<file path="src/ivh_consts.svh">
// Constants for the VMEbus interrupt handler and internal interrupt router.
// Assumes a 32-bit APB slave on an 8-bit byte address; included by bare name.
//
// What this block does
// - Software enables watching IRQ levels and both fail lines; fail lines never acknowledged.
// - An enabled asserted level requests the master interface at the programmed request level.
// - Interrupt channel beats target and DMA channels, waiting for the current owner.
// - The first detected level is latched and acknowledged first, even if higher arrives.
// - After that, the highest remaining active armed level is acknowledged next.
// - A level reaches the PCI outputs only after its acknowledge cycle completed.
// - Each acknowledge stores its vector in that level's own holding register.
// - A latched level gets no new acknowledge until software writes one to re-arm.
// - Other pending levels keep being acknowledged in priority order meanwhile.
// - Stored vector raises the mapped PCI line; clearing its status clears and re-arms.
// - Bus error in acknowledge logs with the ack flag and raises the VME error source.
// - Vector fetch error sets the holding error flag; PCI interrupt raised anyway.
// - After a fetch error both level status and VME error status read active.
// - Sources route: some to either bus, software to VME only, others PCI only.
// - Writing one to a zero per-level software bit asserts that VME IRQ level.
// - Zero-to-one write of the mappable software bit raises one IRQ at mapped level.
// - Mappable software interrupt beats per-level software interrupt on the same level.
// - Mappable software status stays set while that source is active.
// - Software interrupt bits trigger only on a zero-to-one write.
// - Serviced software acknowledge raises a PCI interrupt when its enable is set.
// - Software interrupt status and line release automatically on acknowledge completion.
`ifndef IVH_CONSTS_SVH
`define IVH_CONSTS_SVH

// ****************************************************************************
// Register offsets (byte addresses)
// ****************************************************************************
`define IVH_OFF_LEN    8'h00
`define IVH_OFF_LSTAT  8'h04
`define IVH_OFF_LMAP   8'h08
`define IVH_OFF_SMAP   8'h0C
`define IVH_OFF_VEN    8'h10
`define IVH_OFF_VSTAT  8'h14
`define IVH_OFF_VMAP   8'h18
`define IVH_OFF_MCTL   8'h1C
`define IVH_OFF_AMLOG  8'h20
`define IVH_HOLD_BASE  3'h2
`define IVH_HOLD_LAST  3'h7

// ****************************************************************************
// Field layout
// ****************************************************************************
`define IVH_B_SYSF     8
`define IVH_B_ACF      9
`define IVH_B_VME_BUS_ERROR_SOURCE     10
`define IVH_B_DMA      11
`define IVH_B_MBOX     12
`define IVH_B_ABRT     13
`define IVH_B_SACK     14
`define IVH_B_LM       15
`define IVH_B_OWN      16
`define IVH_NSRC_PCI   9
`define IVH_V_SWM      8
`define IVH_V_VME_BUS_ERROR_SOURCE     9
`define IVH_V_DMA      10
`define IVH_V_MBOX     11
`define IVH_V_ABRT     12
`define IVH_NSRC_VME   5
`define IVH_MAP_W      3
`define IVH_VMAP_STEP  4
`define IVH_HOLD_ERR   8
`define IVH_AM_FLAG    0
`define IVH_AM_LVL     1
`define IVH_BRL_W      2
`define IVH_LVL_LO     1
`define IVH_LVL_HI     7

// ****************************************************************************
// Writable masks and reset values
// ****************************************************************************
`define IVH_LEN_MASK   32'h0001_FFFE
`define IVH_LMAP_MASK  32'h00FF_FFF8
`define IVH_SMAP_MASK  32'h07FF_FFFF
`define IVH_VEN_MASK   32'h0000_1FFE
`define IVH_VW1C_MASK  32'h0000_1E00
`define IVH_VMAP_MASK  32'h0007_7777
`define IVH_MCTL_MASK  32'h0000_0003
`define IVH_SW_MASK    32'h0000_01FE
`define IVH_LVL_MASK   8'hFE
`define IVH_RST_WORD   32'h0000_0000

`endif

</file>
<file path="src/ivh_pkg.sv">
// Types for the interrupt handler and router.
// Assumes ivh_consts.svh is available for field widths.
`include "ivh_consts.svh"

package ivh_pkg;

  typedef enum logic [1:0] {
    IVH_IDLE,
    IVH_REQ,
    IVH_ACK,
    IVH_SEL
  } ivh_fsm_t;

  typedef enum logic [1:0] {
    IVH_OWN_NONE,
    IVH_OWN_INT,
    IVH_OWN_TGT,
    IVH_OWN_DMA
  } ivh_own_t;

  typedef struct packed {
    ivh_fsm_t         fsm;
    ivh_own_t         own;
    logic [2:0]       cur;
    logic [7:0]       held;
    logic [7:0][8:0]  hold;
    logic [31:0]      len, lstat, lmap, smap, ven, vstat, vmap, mctl;
    logic             am_flag;
    logic [2:0]       am_lvl;
    logic             ack_cycle_error_flag_req;
    logic             pready;
    logic             pslverr;
    logic [31:0]      prdata;
    logic [7:0]       host_irq;
    logic [7:0]       vme_irq;
  } ivh_state_t;

endpackage

</file>
<file path="src/ivh_top.sv">
// VMEbus interrupt handler, internal router and VME software interrupter.
// Assumes all inputs are synchronous to pclk; APB slave on an 8-bit address.
`timescale 1ns/100ps
`include "ivh_consts.svh"

module ivh_top (
  input  wire logic        pclk,
  input  wire logic        presetn,
  input  wire logic        clk_en,
  input  wire logic        psel,
  input  wire logic        penable,
  input  wire logic        pwrite,
  input  wire logic [7:0]  paddr,
  input  wire logic [31:0] pwdata,
  output logic [31:0]      prdata,
  output logic             pready,
  output logic             pslverr,
  input  wire logic [7:1]  vme_irq_n,
  input  wire logic        sysfail_n,
  input  wire logic        acfail_n,
  input  wire logic        tgt_req,
  input  wire logic        dma_req,
  output logic             tgt_gnt,
  output logic             dma_gnt,
  output logic             int_gnt,
  output logic [1:0]       vme_breq_level,
  output logic             ack_cycle_error_flag_req,
  output logic [2:0]       ack_cycle_error_flag_lvl,
  input  wire logic        ack_cycle_error_flag_done,
  input  wire logic        ack_cycle_error_flag_berr,
  input  wire logic [7:0]  ack_cycle_error_flag_statid,
  input  wire logic        sw_ack_done,
  input  wire logic [2:0]  sw_ack_lvl,
  input  wire logic        dma_evt,
  input  wire logic        mbox_evt,
  input  wire logic        abort_evt,
  input  wire logic        lm_evt,
  input  wire logic        own_evt,
  output logic [7:0]       host_irq_out_lines,
  output logic [7:1]       vme_irq_out
);

  // **************************************************************************
  // State and helpers
  // **************************************************************************
  ivh_pkg::ivh_state_t r_q;
  ivh_pkg::ivh_state_t r_d;

  logic [7:0]  act;
  logic        act_any;
  logic [2:0]  act_lvl;
  logic [7:0]  lvl_hot [1:7];
  logic [7:0]  src_hot [0:`IVH_NSRC_PCI-1];
  logic [7:0]  vsrc_hot [0:`IVH_NSRC_VME-1];
  logic        wr;
  logic        rd;
  logic [31:0] rdval;
  logic        hit;
  logic [2:0]  hidx;
  logic [31:0] lset;
  logic [31:0] vset;
  logic [31:0] vclr;
  logic        done_ok;
  logic        swm_hit;
  logic        int_want;
  logic        own_free;

  // Only enabled, armed, asserted levels compete; fail lines never enter here
  assign act = {~vme_irq_n & r_q.len[7:1] & ~r_q.held[7:1], 1'b0};

  ivh_lvl_pick u_pick (
    .req (act),
    .any (act_any),
    .lvl (act_lvl)
  );

  // **************************************************************************
  // Routing decoders
  // **************************************************************************
  genvar g;
  generate
    for (g = `IVH_LVL_LO; g <= `IVH_LVL_HI; g++) begin : g_lvl
      ivh_map_dec u_dec (
        .en  (r_q.lstat[g] & r_q.len[g]),
        .sel (r_q.lmap[`IVH_MAP_W*g +: `IVH_MAP_W]),
        .hot (lvl_hot[g])
      );
    end
    for (g = 0; g < `IVH_NSRC_PCI; g++) begin : g_src
      ivh_map_dec u_dec (
        .en  (r_q.lstat[`IVH_B_SYSF+g] & r_q.len[`IVH_B_SYSF+g]),
        .sel (r_q.smap[`IVH_MAP_W*g +: `IVH_MAP_W]),
        .hot (src_hot[g])
      );
    end
    for (g = 0; g < `IVH_NSRC_VME; g++) begin : g_vsrc
      ivh_map_dec u_dec (
        .en  (r_q.vstat[`IVH_V_SWM+g] & r_q.ven[`IVH_V_SWM+g]),
        .sel (r_q.vmap[`IVH_VMAP_STEP*g +: `IVH_MAP_W]),
        .hot (vsrc_hot[g])
      );
    end
  endgenerate

  // **************************************************************************
  // APB decode
  // **************************************************************************
  // Two-cycle access phase: pready rises one edge after penable, and the
  // write lands on the edge that samples it, so nothing commits early.
  assign wr   = psel & penable & pwrite & r_q.pready;
  assign rd   = psel & penable & ~r_q.pready;
  assign hidx = paddr[4:2];

  always_comb begin
    hit   = 1'b1;
    rdval = `IVH_RST_WORD;
    unique case (paddr)
      `IVH_OFF_LEN:   rdval = r_q.len;
      `IVH_OFF_LSTAT: rdval = r_q.lstat;
      `IVH_OFF_LMAP:  rdval = r_q.lmap;
      `IVH_OFF_SMAP:  rdval = r_q.smap;
      `IVH_OFF_VEN:   rdval = r_q.ven;
      `IVH_OFF_VSTAT: rdval = r_q.vstat;
      `IVH_OFF_VMAP:  rdval = r_q.vmap;
      `IVH_OFF_MCTL:  rdval = r_q.mctl;
      `IVH_OFF_AMLOG: rdval = {28'h0, r_q.am_lvl, r_q.am_flag};
      default: begin
        if (paddr[7:5] == `IVH_HOLD_BASE && paddr[1:0] == 2'h0 && hidx != `IVH_HOLD_LAST)
          rdval = {23'h0, r_q.hold[hidx + 3'h1]};
        else
          hit = 1'b0;
      end
    endcase
  end

  // **************************************************************************
  // Next-state logic
  // **************************************************************************
  assign done_ok  = (r_q.fsm == ivh_pkg::IVH_ACK) & ack_cycle_error_flag_done;
  assign int_want = (r_q.fsm != ivh_pkg::IVH_IDLE);
  assign own_free = (r_q.own == ivh_pkg::IVH_OWN_NONE)
                  | ((r_q.own == ivh_pkg::IVH_OWN_TGT) & ~tgt_req)
                  | ((r_q.own == ivh_pkg::IVH_OWN_DMA) & ~dma_req)
                  | ((r_q.own == ivh_pkg::IVH_OWN_INT) & ~int_want);
  assign swm_hit  = r_q.vstat[`IVH_V_SWM] & (r_q.vmap[`IVH_MAP_W-1:0] == sw_ack_lvl);

  always_comb begin
    r_d         = r_q;
    r_d.pready  = rd;
    r_d.pslverr = rd & ~hit;
    if (rd)
      r_d.prdata = rdval;
    lset = `IVH_RST_WORD;
    vset = `IVH_RST_WORD;
    vclr = `IVH_RST_WORD;

    // Owner keeps the interface until it drops its request; no preemption
    if (own_free) begin
      if (int_want)
        r_d.own = ivh_pkg::IVH_OWN_INT;
      else if (tgt_req)
        r_d.own = ivh_pkg::IVH_OWN_TGT;
      else if (dma_req)
        r_d.own = ivh_pkg::IVH_OWN_DMA;
      else
        r_d.own = ivh_pkg::IVH_OWN_NONE;
    end

    unique case (r_q.fsm)
      ivh_pkg::IVH_IDLE: begin
        if (act_any) begin
          r_d.cur = act_lvl;
          r_d.fsm = ivh_pkg::IVH_REQ;
        end
      end
      ivh_pkg::IVH_REQ: begin
        // Level stays latched even if a higher one asserts meanwhile
        if (r_q.own == ivh_pkg::IVH_OWN_INT) begin
          r_d.ack_cycle_error_flag_req = 1'b1;
          r_d.fsm      = ivh_pkg::IVH_ACK;
        end
      end
      ivh_pkg::IVH_ACK: begin
        if (ack_cycle_error_flag_done) begin
          r_d.ack_cycle_error_flag_req = 1'b0;
          r_d.hold[r_q.cur] = {ack_cycle_error_flag_berr, ack_cycle_error_flag_statid};
          r_d.held[r_q.cur] = 1'b1;
          lset[r_q.cur]     = 1'b1;
          if (ack_cycle_error_flag_berr) begin
            r_d.am_flag = 1'b1;
            r_d.am_lvl  = r_q.cur;
            lset[`IVH_B_VME_BUS_ERROR_SOURCE] = r_q.len[`IVH_B_VME_BUS_ERROR_SOURCE];
            vset[`IVH_V_VME_BUS_ERROR_SOURCE] = r_q.ven[`IVH_V_VME_BUS_ERROR_SOURCE];
          end
          r_d.fsm = ivh_pkg::IVH_SEL;
        end
      end
      ivh_pkg::IVH_SEL: begin
        // Bus is still ours: go straight on to the highest armed level
        if (act_any) begin
          r_d.cur      = act_lvl;
          r_d.ack_cycle_error_flag_req = 1'b1;
          r_d.fsm      = ivh_pkg::IVH_ACK;
        end else begin
          r_d.fsm = ivh_pkg::IVH_IDLE;
        end
      end
    endcase

    // Fail lines are status only and never produce an acknowledge
    lset[`IVH_B_SYSF] = ~sysfail_n & r_q.len[`IVH_B_SYSF];
    lset[`IVH_B_ACF]  = ~acfail_n & r_q.len[`IVH_B_ACF];
    lset[`IVH_B_DMA]  = dma_evt & r_q.len[`IVH_B_DMA];
    lset[`IVH_B_MBOX] = mbox_evt & r_q.len[`IVH_B_MBOX];
    lset[`IVH_B_ABRT] = abort_evt & r_q.len[`IVH_B_ABRT];
    lset[`IVH_B_LM]   = lm_evt & r_q.len[`IVH_B_LM];
    lset[`IVH_B_OWN]  = own_evt & r_q.len[`IVH_B_OWN];
    vset[`IVH_V_DMA]  = dma_evt & r_q.ven[`IVH_V_DMA];
    vset[`IVH_V_MBOX] = mbox_evt & r_q.ven[`IVH_V_MBOX];
    vset[`IVH_V_ABRT] = abort_evt & r_q.ven[`IVH_V_ABRT];

    // Software acknowledge: the mappable source owns a shared level
    if (sw_ack_done) begin
      if (swm_hit)
        vclr[`IVH_V_SWM] = 1'b1;
      else if (r_q.vstat[sw_ack_lvl] && sw_ack_lvl != 3'h0)
        vclr[sw_ack_lvl] = 1'b1;
      lset[`IVH_B_SACK] = (|vclr) & r_q.len[`IVH_B_SACK];
    end

    if (wr) begin
      unique case (paddr)
        `IVH_OFF_LEN:  r_d.len  = pwdata & `IVH_LEN_MASK;
        `IVH_OFF_LMAP: r_d.lmap = pwdata & `IVH_LMAP_MASK;
        `IVH_OFF_SMAP: r_d.smap = pwdata & `IVH_SMAP_MASK;
        `IVH_OFF_VMAP: r_d.vmap = pwdata & `IVH_VMAP_MASK;
        `IVH_OFF_MCTL: r_d.mctl = pwdata & `IVH_MCTL_MASK;
        `IVH_OFF_AMLOG: begin
          r_d.am_flag = 1'b0;
          r_d.am_lvl  = 3'h0;
        end
        `IVH_OFF_LSTAT: begin
          r_d.lstat = r_q.lstat & ~(pwdata & `IVH_LEN_MASK);
          // Clearing a level bit also re-arms that level
          r_d.held  = r_q.held & ~pwdata[7:0] & `IVH_LVL_MASK;
        end
        `IVH_OFF_VSTAT: vclr = vclr | (pwdata & `IVH_VW1C_MASK);
        `IVH_OFF_VEN: begin
          r_d.ven = pwdata & `IVH_VEN_MASK;
          // Only a rising software bit fires; a held one does nothing
          vset = vset | (pwdata & ~r_q.ven & `IVH_SW_MASK);
        end
        default: begin
        end
      endcase
    end

    // Sets win over clears arriving in the same cycle
    if (done_ok)
      r_d.held[r_q.cur] = 1'b1;
    r_d.lstat = r_d.lstat | lset;
    r_d.vstat = (r_q.vstat & ~vclr) | vset;

    r_d.host_irq = 8'h00;
    for (int i = `IVH_LVL_LO; i <= `IVH_LVL_HI; i++)
      r_d.host_irq = r_d.host_irq | lvl_hot[i];
    for (int i = 0; i < `IVH_NSRC_PCI; i++)
      r_d.host_irq = r_d.host_irq | src_hot[i];

    // Per-level software bits drive their own level directly
    r_d.vme_irq = r_q.vstat[7:0] & r_q.ven[7:0] & `IVH_LVL_MASK;
    for (int i = 0; i < `IVH_NSRC_VME; i++)
      r_d.vme_irq = r_d.vme_irq | (vsrc_hot[i] & `IVH_LVL_MASK);
  end

  // **************************************************************************
  // State register
  // **************************************************************************
  always_ff @(posedge pclk or negedge presetn) begin
    if (!presetn) begin
      r_q <= '0;
    end else if (clk_en) begin
      r_q <= r_d;
    end
  end

  assign prdata             = r_q.prdata;
  assign pready             = r_q.pready;
  assign pslverr            = r_q.pslverr;
  assign tgt_gnt            = (r_q.own == ivh_pkg::IVH_OWN_TGT);
  assign dma_gnt            = (r_q.own == ivh_pkg::IVH_OWN_DMA);
  assign int_gnt            = (r_q.own == ivh_pkg::IVH_OWN_INT);
  assign vme_breq_level     = r_q.mctl[`IVH_BRL_W-1:0];
  assign ack_cycle_error_flag_req           = r_q.ack_cycle_error_flag_req;
  assign ack_cycle_error_flag_lvl           = r_q.cur;
  assign host_irq_out_lines = r_q.host_irq;
  assign vme_irq_out        = r_q.vme_irq[7:1];

endmodule

</file>
<file path="src/ivh_lvl_pick.sv">
// Highest-level selector over a request vector; bit 0 is never a level.
// Purely combinational, read by the registered logic of the top.
`timescale 1ns/100ps
`include "ivh_consts.svh"

module ivh_lvl_pick (
  input  wire logic [7:0] req,
  output logic            any,
  output logic [2:0]      lvl
);

  always_comb begin
    any = 1'b0;
    lvl = 3'h0;
    for (int i = `IVH_LVL_LO; i <= `IVH_LVL_HI; i++) begin
      if (req[i]) begin
        any = 1'b1;
        lvl = 3'(i);
      end
    end
  end

endmodule

</file>
<file path="src/ivh_map_dec.sv">
// Map-field decoder: turns a 3-bit line or level number into a one-hot vector.
// For VME levels the caller ignores bit 0, so a level of zero disables.
`timescale 1ns/100ps

module ivh_map_dec (
  input  wire logic       en,
  input  wire logic [2:0] sel,
  output logic [7:0]      hot
);

  assign hot = en ? (8'h01 << sel) : 8'h00;

endmodule

</file>
<file path="config.mk">
export PLATFORM = sky130hd
export DESIGN_NAME = ivh_top
export DESIGN_NICKNAME = d
export VERILOG_FILES = /design/src/ivh_pkg.sv /design/src/ivh_top.sv /design/src/ivh_lvl_pick.sv /design/src/ivh_map_dec.sv
export VERILOG_INCLUDE_DIRS = /design/src
export SDC_FILE = /design/constraint.sdc
export NUM_CORES = 1
export LEC_CHECK = 0
export BUFFER_PORTS_ARGS = -buffer_cell sky130_fd_sc_hd__clkbuf_2
export CORE_MARGIN = 1.5
export CORE_UTILIZATION = 50
export DETAILED_ROUTE_END_ITERATION = 10
export GPL_TIMING_DRIVEN = 0
export PLACE_DENSITY = 0.69
export SYNTH_ARGS = -nofsm -noshare
export SYNTH_HDL_FRONTEND = slang
export SYNTH_SLANG_ARGS = --single-unit
</file>
<file path="constraint.sdc">
create_clock -name pclk -period 2.5 [get_ports pclk]
set_input_delay 0.625 -clock pclk [delete_from_list [all_inputs] [get_ports pclk]]
set_output_delay 0.625 -clock pclk [all_outputs]
set_load 0.005 [all_outputs]
</file>
==> impl_metrics.yaml, run 1 <==
run_status:
  status: "finished, violations left"
  violations: "negative hold slack"
hold_path:
  hold_class: "in -> async"
cells_and_area:
  fillers: 2263
  seq_area_sq_um: 6460
  syn2layout_area_growth_pct: 16.1
  drive_above_1_share_pct: 33.8
  nets: 1473
  antenna_cells: 0
  final_util_pct: 58.9
  multi_input_area_sq_um: 6480
grt:
  track_usage_pct: 32.8
  grt_start_max_net_pins: 106
  antenna_found_initial: 0
  gr-total-overflow: 0
  grt_pass1_wl_um: 69400
  grt_pass1_vias: 11100
route:
  dr_total_vias: 11300
  viasPerCell: 6.46
  top_layer: "met4"
  drt_iter0_markers: 1224
  firstDrtPassIters: 6
  wl_met2_um: 20800
  wire_per_inst_um: 25.9
  final_antenna_net_count: 0
  drcViolationCount: 0
  routed_wirelength_um: 45400
  wl_met1_um: 19100
  wl_met3_um: 3270
synthesis:
  ys_top_cells_by_area: "dfrtp_1, mux2_2, buf_4, mux4_2, nand2_1"
  synth-warning-count: 0
  ys_seq_elements: 258
  synth_top_area_share_pct: 47.4
  ys_seq_area_share_pct: 47.4
  synthFlopType: "dfrtp_1"
  ys_top_cells_by_count: "dfrtp_1, mux2_2, nand2_1, nor2_1, buf_4"
  avgSynthCellArea_sq_um: 11.0
  synth_edf_count: 0
  synth_most_common_cell: "dfrtp_1"
  postSynthCellCount: 1233
  yosysTopAreaCell: "dfrtp_1"
  synth_area_sq_um: 13600
  ys_types: 72
  synthArstFlopShare_pct: 100
pwr:
  leakagePower_nw: 7.34
  seq_power_share_pct: 46.0
  swShare_pct: 25.7
  p_clk_share_pct: 43.1
  peakVddDrop_mv: 0.501
  intPower_w: 0.00725
  combPwrFrac_pct: 10.8
  powerDensity_nw_per_um2: 618
  switchingPower_w: 0.00251
die:
  io_pins: 134
  coreArea_sq_um: 26800
  die_area_sq_um: 28200
  initial_core_util_pct: 50.8
  die_y_um: 168
  die_w_um: 168
  rows: 60
sta:
  max_freq_mhz: 408
  period_share_pct: 98.1
  hold_viol_final: 1
  finClkSkew_ns: 0.0167
  tns_ns: 0
  timing.hold.ws_ns: -0.000197
  maxSlewViolCount: 0
  finalSetupViolations: 0
  tightest_slew_ns: 0.932
  period_needed_ns: 2.45
  max-slew-margin-rel_pct: 37.9
critical_path:
  path_cells: "clkbuf_2, buf_8, buf_12, inv_1, ha_1, clkbuf_2, clkbuf_4, a222oi_1, nor2_1, a21oi_2, o31ai_1"
  cp-start-kind: "input pin"
  r2r_slack_ns: 0.16
  crit_fanout: 10
  arrival_ns: 2.87
  crit_path_top_delay_cell: "a222oi_1"
  end_kind: "flip-flop"
  worstPathBufferInverterCount: 6
  cp_slowest_stage_delay_ns: 0.48
  worst_path_most_repeated_cell: "clkbuf_2"
  cp.required_ns: 2.92
  critPathKind: "in -> reg"
  cp_top_family: "buffers and inverters"
cts:
  numClockSinks: 258
  tritoncts: "done"
  clk_pin_slew_ns: 0.07
  ctsLongestPathBuffers: 3
  cts_setup_buffers: 0
  cts_buffers: 28
  cts-root-buf: "clkbuf_16"
  worstSkewPairLatency_ns: 0.57
  htree_num_levels: 1
placed_design:
  dp_hpwl_um: 34100
  globalplace.congestion: 1.00
  io_buffer_count: 119
job:
  cap_violations: 0
## kinds of logic after synthesis
group | synth area share (%)
AO/OA/AOI/OAI | 13.6
XOR/XNOR | 0.193
adder cells (fa/ha/maj) | 0.828
buffers and inverters | 5.72
flip-flops | 47.4
multiplexers | 18.5
other | 0.0276
AND/OR/NAND/NOR | 13.8
## final timing paths
check	cells past startpoint	from	to
worst max-delay path	11	paddr[2]	prdata[16]
worst min-delay path	1	presetn	r_q[225]
worst max register to register	7	r_q[396]	flip-flop
worst min register to register	2	prdata[25]	prdata[25]
max in group asynchronous	3	presetn	async pin
min in group pclk	2	pwdata[25]	r_q[208]
## cell usage in the layout (no fill, tap or decap), types with 34 or more instances in the layout
master / n
buf_4: 60
clkbuf_1: 40
clkbuf_2: 124
dfrtp_1: 258
mux2_2: 179
nand2_1: 93
nand2b_1: 38
nand3_1: 38
nor2_1: 62
o21ai_0: 38
o22ai_1: 34
## repair_timing
item | in CTS | in global routing
pin swaps | 1 | 4
gates resized for setup | 20 | 21
hold buffers | 0 | 0
setup endpoints to repair | 65 | 52
## layout make-up
class	count	area share, %
well taps	341	2.70
clock inverters	14	0.919
multi-input cells	838	41.0
repair buffers	121	4.17
plain buffers	119	4.82
clock buffers	37	4.97
inverters	22	0.523
flip-flops and latches	258	40.9
## metrics by stage
stage / instances / power (W) / instance area, sq um / setup WS (ns)
5_1_grt: 1750 / 0.0101 / 15800 / -0.00275
3_3_place_gp: 1697 / 0.00558 / 14700 / -4.53
3_5_place_dp: 1699 / 0.00561 / 14700 / -1.20
2_1_floorplan: 1237 / 0.00513 / 13700 / 0.00848
4_1_cts: 1750 / 0.00979 / 15700 / 0.00486
6_report: 1750 / 0.00976 / 15800 / 0.0469
## worst register-to-register path, cell delays in order (launching register included)
cell and delay, ns:
dfrtp_1 0.42, inv_1 0.10, ha_1 0.16, and3_1 0.21
nand2_1 0.13, nor2_1 0.17, buf_1 0.62, mux2_2 0.42
## per-layer routing
layer	vias up	global-route usage, %
li1	4907	-
met1	5731	44.8
met5	-	0
met4	0	14.7
met3	122	4.49
met2	552	52.2
## power groups by stage
stage | Sequential (W) | Combinational, W | Clock (W)
finish | 0.00449 | 0.00106 | 0.00421
global route | 0.00452 | 0.00116 | 0.00442
CTS | 0.00449 | 0.00105 | 0.00424
detailed placement | 0.00457 | 0.00104 | 0
global placement | 0.00456 | 0.00101 | 0
floorplan | 0.00453 | 0.000598 | 0
(Power assumes the default switching activity.)
==> run 2: changes to the inputs <==
--- a/config.mk
+++ b/config.mk
@@ -7,11 +7,13 @@
 export NUM_CORES = 1
 export LEC_CHECK = 0
 export BUFFER_PORTS_ARGS = -buffer_cell sky130_fd_sc_hd__clkbuf_2
+export CORE_ASPECT_RATIO = 0.8
 export CORE_MARGIN = 1.5
 export CORE_UTILIZATION = 50
 export DETAILED_ROUTE_END_ITERATION = 10
 export GPL_TIMING_DRIVEN = 0
 export PLACE_DENSITY = 0.69
+export SETUP_SLACK_MARGIN = 0.2
 export SYNTH_ARGS = -nofsm -noshare
 export SYNTH_HDL_FRONTEND = slang
 export SYNTH_SLANG_ARGS = --single-unit
==> impl_metrics.yaml, run 2 (synthesized netlist as in run 1, its figures left out) <==
cells_and_area:
  fillers: 2270
  multi_input_area_sq_um: 6500
  antenna_cells: 0
  seq_area_sq_um: 6460
  final_common_cell: "dfrtp_1"
  mostFrequentLayoutCells: "dfrtp_1, mux2_2, clkbuf_2"
  syn2layout_area_growth_pct: 16.8
  final_util_pct: 59.9
  drive_above_1_share_pct: 34.7
  nets: 1472
job:
  cap_violations: 0
sta:
  tightest_slew_ns: 0.955
  finalSetupViolations: 0
  tns_ns: 0
  setup_ws_ns: 0.188
  max_freq_mhz: 433
  period_needed_ns: 2.31
  period_share_pct: 92.5
  finClkSkew_ns: 0.0118
  rsz0062_at_grt: "true"
  timing.hold.ws_ns: 0.0394
  maxSlewViolCount: 0
  hold_viol_final: 0
  max-slew-margin-rel_pct: 36.3
pwr:
  seq_power_share_pct: 46.3
  peakVddDrop_mv: 0.542
  combPwrFrac_pct: 11.2
  powerDensity_nw_per_um2: 612
  p_clk_share_pct: 42.4
  intPower_w: 0.00724
  leakagePower_nw: 7.39
  switchingPower_w: 0.00248
  swShare_pct: 25.5
route:
  drcViolationCount: 0
  wire_per_inst_um: 26.9
  firstDrtPassIters: 6
  final_antenna_net_count: 0
  drt_iter0_markers: 1172
  viasPerCell: 6.40
  dr_total_vias: 11300
  routed_wirelength_um: 47500
placed_design:
  globalplace.congestion: 0.966
  io_buffer_count: 119
  pre_cts_slack_ns: -1.01
  dp_hpwl_um: 35300
die:
  die_y_um: 151
  initial_core_util_pct: 51.3
  die_w_um: 187
  coreArea_sq_um: 26500
  io_pins: 134
  die_area_sq_um: 28200
  rows: 53
hold_path:
  hold_class: "in -> async"
grt:
  grt_pass1_vias: 11100
  grt_start_max_net_pins: 105
  grt_pass1_wl_um: 71100
  gr-total-overflow: 0
  antenna_found_initial: 0
  track_usage_pct: 34.2
critical_path:
  critPathLaunch: "paddr[2]"
  end_kind: "flip-flop"
  critPathKind: "in -> reg"
  arrival_ns: 2.73
  r2r-start: "r_q[396]"
  crit_fanout: 10
  cp-start-kind: "input pin"
  cp.required_ns: 2.92
cts:
  cts_buffers: 26
  cts-root-buf: "clkbuf_16"
  htree_num_levels: 1
  postCtsHoldBufs: 0
  numClockSinks: 258
  worstSkewPairLatency_ns: 0.55
  clk_pin_slew_ns: 0.06
  tritoncts: "done"
  ctsLongestPathBuffers: 3
run_status:
  status: "finished, final reports clean"
## run 2: path summary, 6_finish.rpt
kind	endpoint	slack [ns]	depth (start not counted)
min in group pclk	r_q[208]	0.31	2
min	r_q[120]	0.04	1
max	prdata[2]	0.19	10
min reg2reg	prdata[26]	0.47	2
max in group asynchronous	prdata[5]	1.13	3
max reg2reg	flip-flop	0.36	7
## run 2: layout make-up
class / instances / area share, %
Multi-Input combinational cell: 838 / 40.9
Sequential cell: 258 / 40.6
Buffer: 119 / 5.25
Clock buffer: 38 / 4.69
Timing Repair Buffer: 122 / 4.21
Tap cell: 357 / 2.81
Clock inverter: 10 / 0.913
Inverter: 22 / 0.567
## run 2: per-stage QoR
step / std cells / power [W] / area, sq um
6_report: 1764 / 0.00972 / 15900
2_1_floorplan: 1237 / 0.00514 / 13700
3_3_place_gp: 1713 / 0.00560 / 14800
4_1_cts: 1764 / 0.00974 / 15900
3_5_place_dp: 1715 / 0.00564 / 14800
5_1_grt: 1764 / 0.0100 / 15900
## run 2: power groups by stage
stage	clock network [W]	registers (W)	logic, W
3_5_place_dp	0	0.00457	0.00107
2_1_floorplan	0	0.00453	0.000613
3_3_place_gp	0	0.00457	0.00103
6_report	0.00413	0.00450	0.00109
4_1_cts	0.00415	0.00450	0.00109
5_1_grt	0.00433	0.00453	0.00119
## run 2: layer usage
metal	global-route usage [%]	routed length, um
met5	0	0
met1	48.4	21100
met3	10.5	4920
met4	10.8	1360
met2	50.1	20200
## run 2: repair_timing
item	CTS	global route
cloned	0	0
pin swaps	6	3
resized for setup	38	25
setup buffers	1	0
endpoints found under the setup margin	85	59
## run 2: critical path, stage by stage
cell	delay [ns]
clkbuf_4	0.16
clkbuf_16	0.14
buf_12	0.14
inv_8	0.05
ha_2	0.21
buf_6	0.16
a222oi_1	0.56
mux2i_1	0.21
a221oi_2	0.34
a21oi_1	0.12
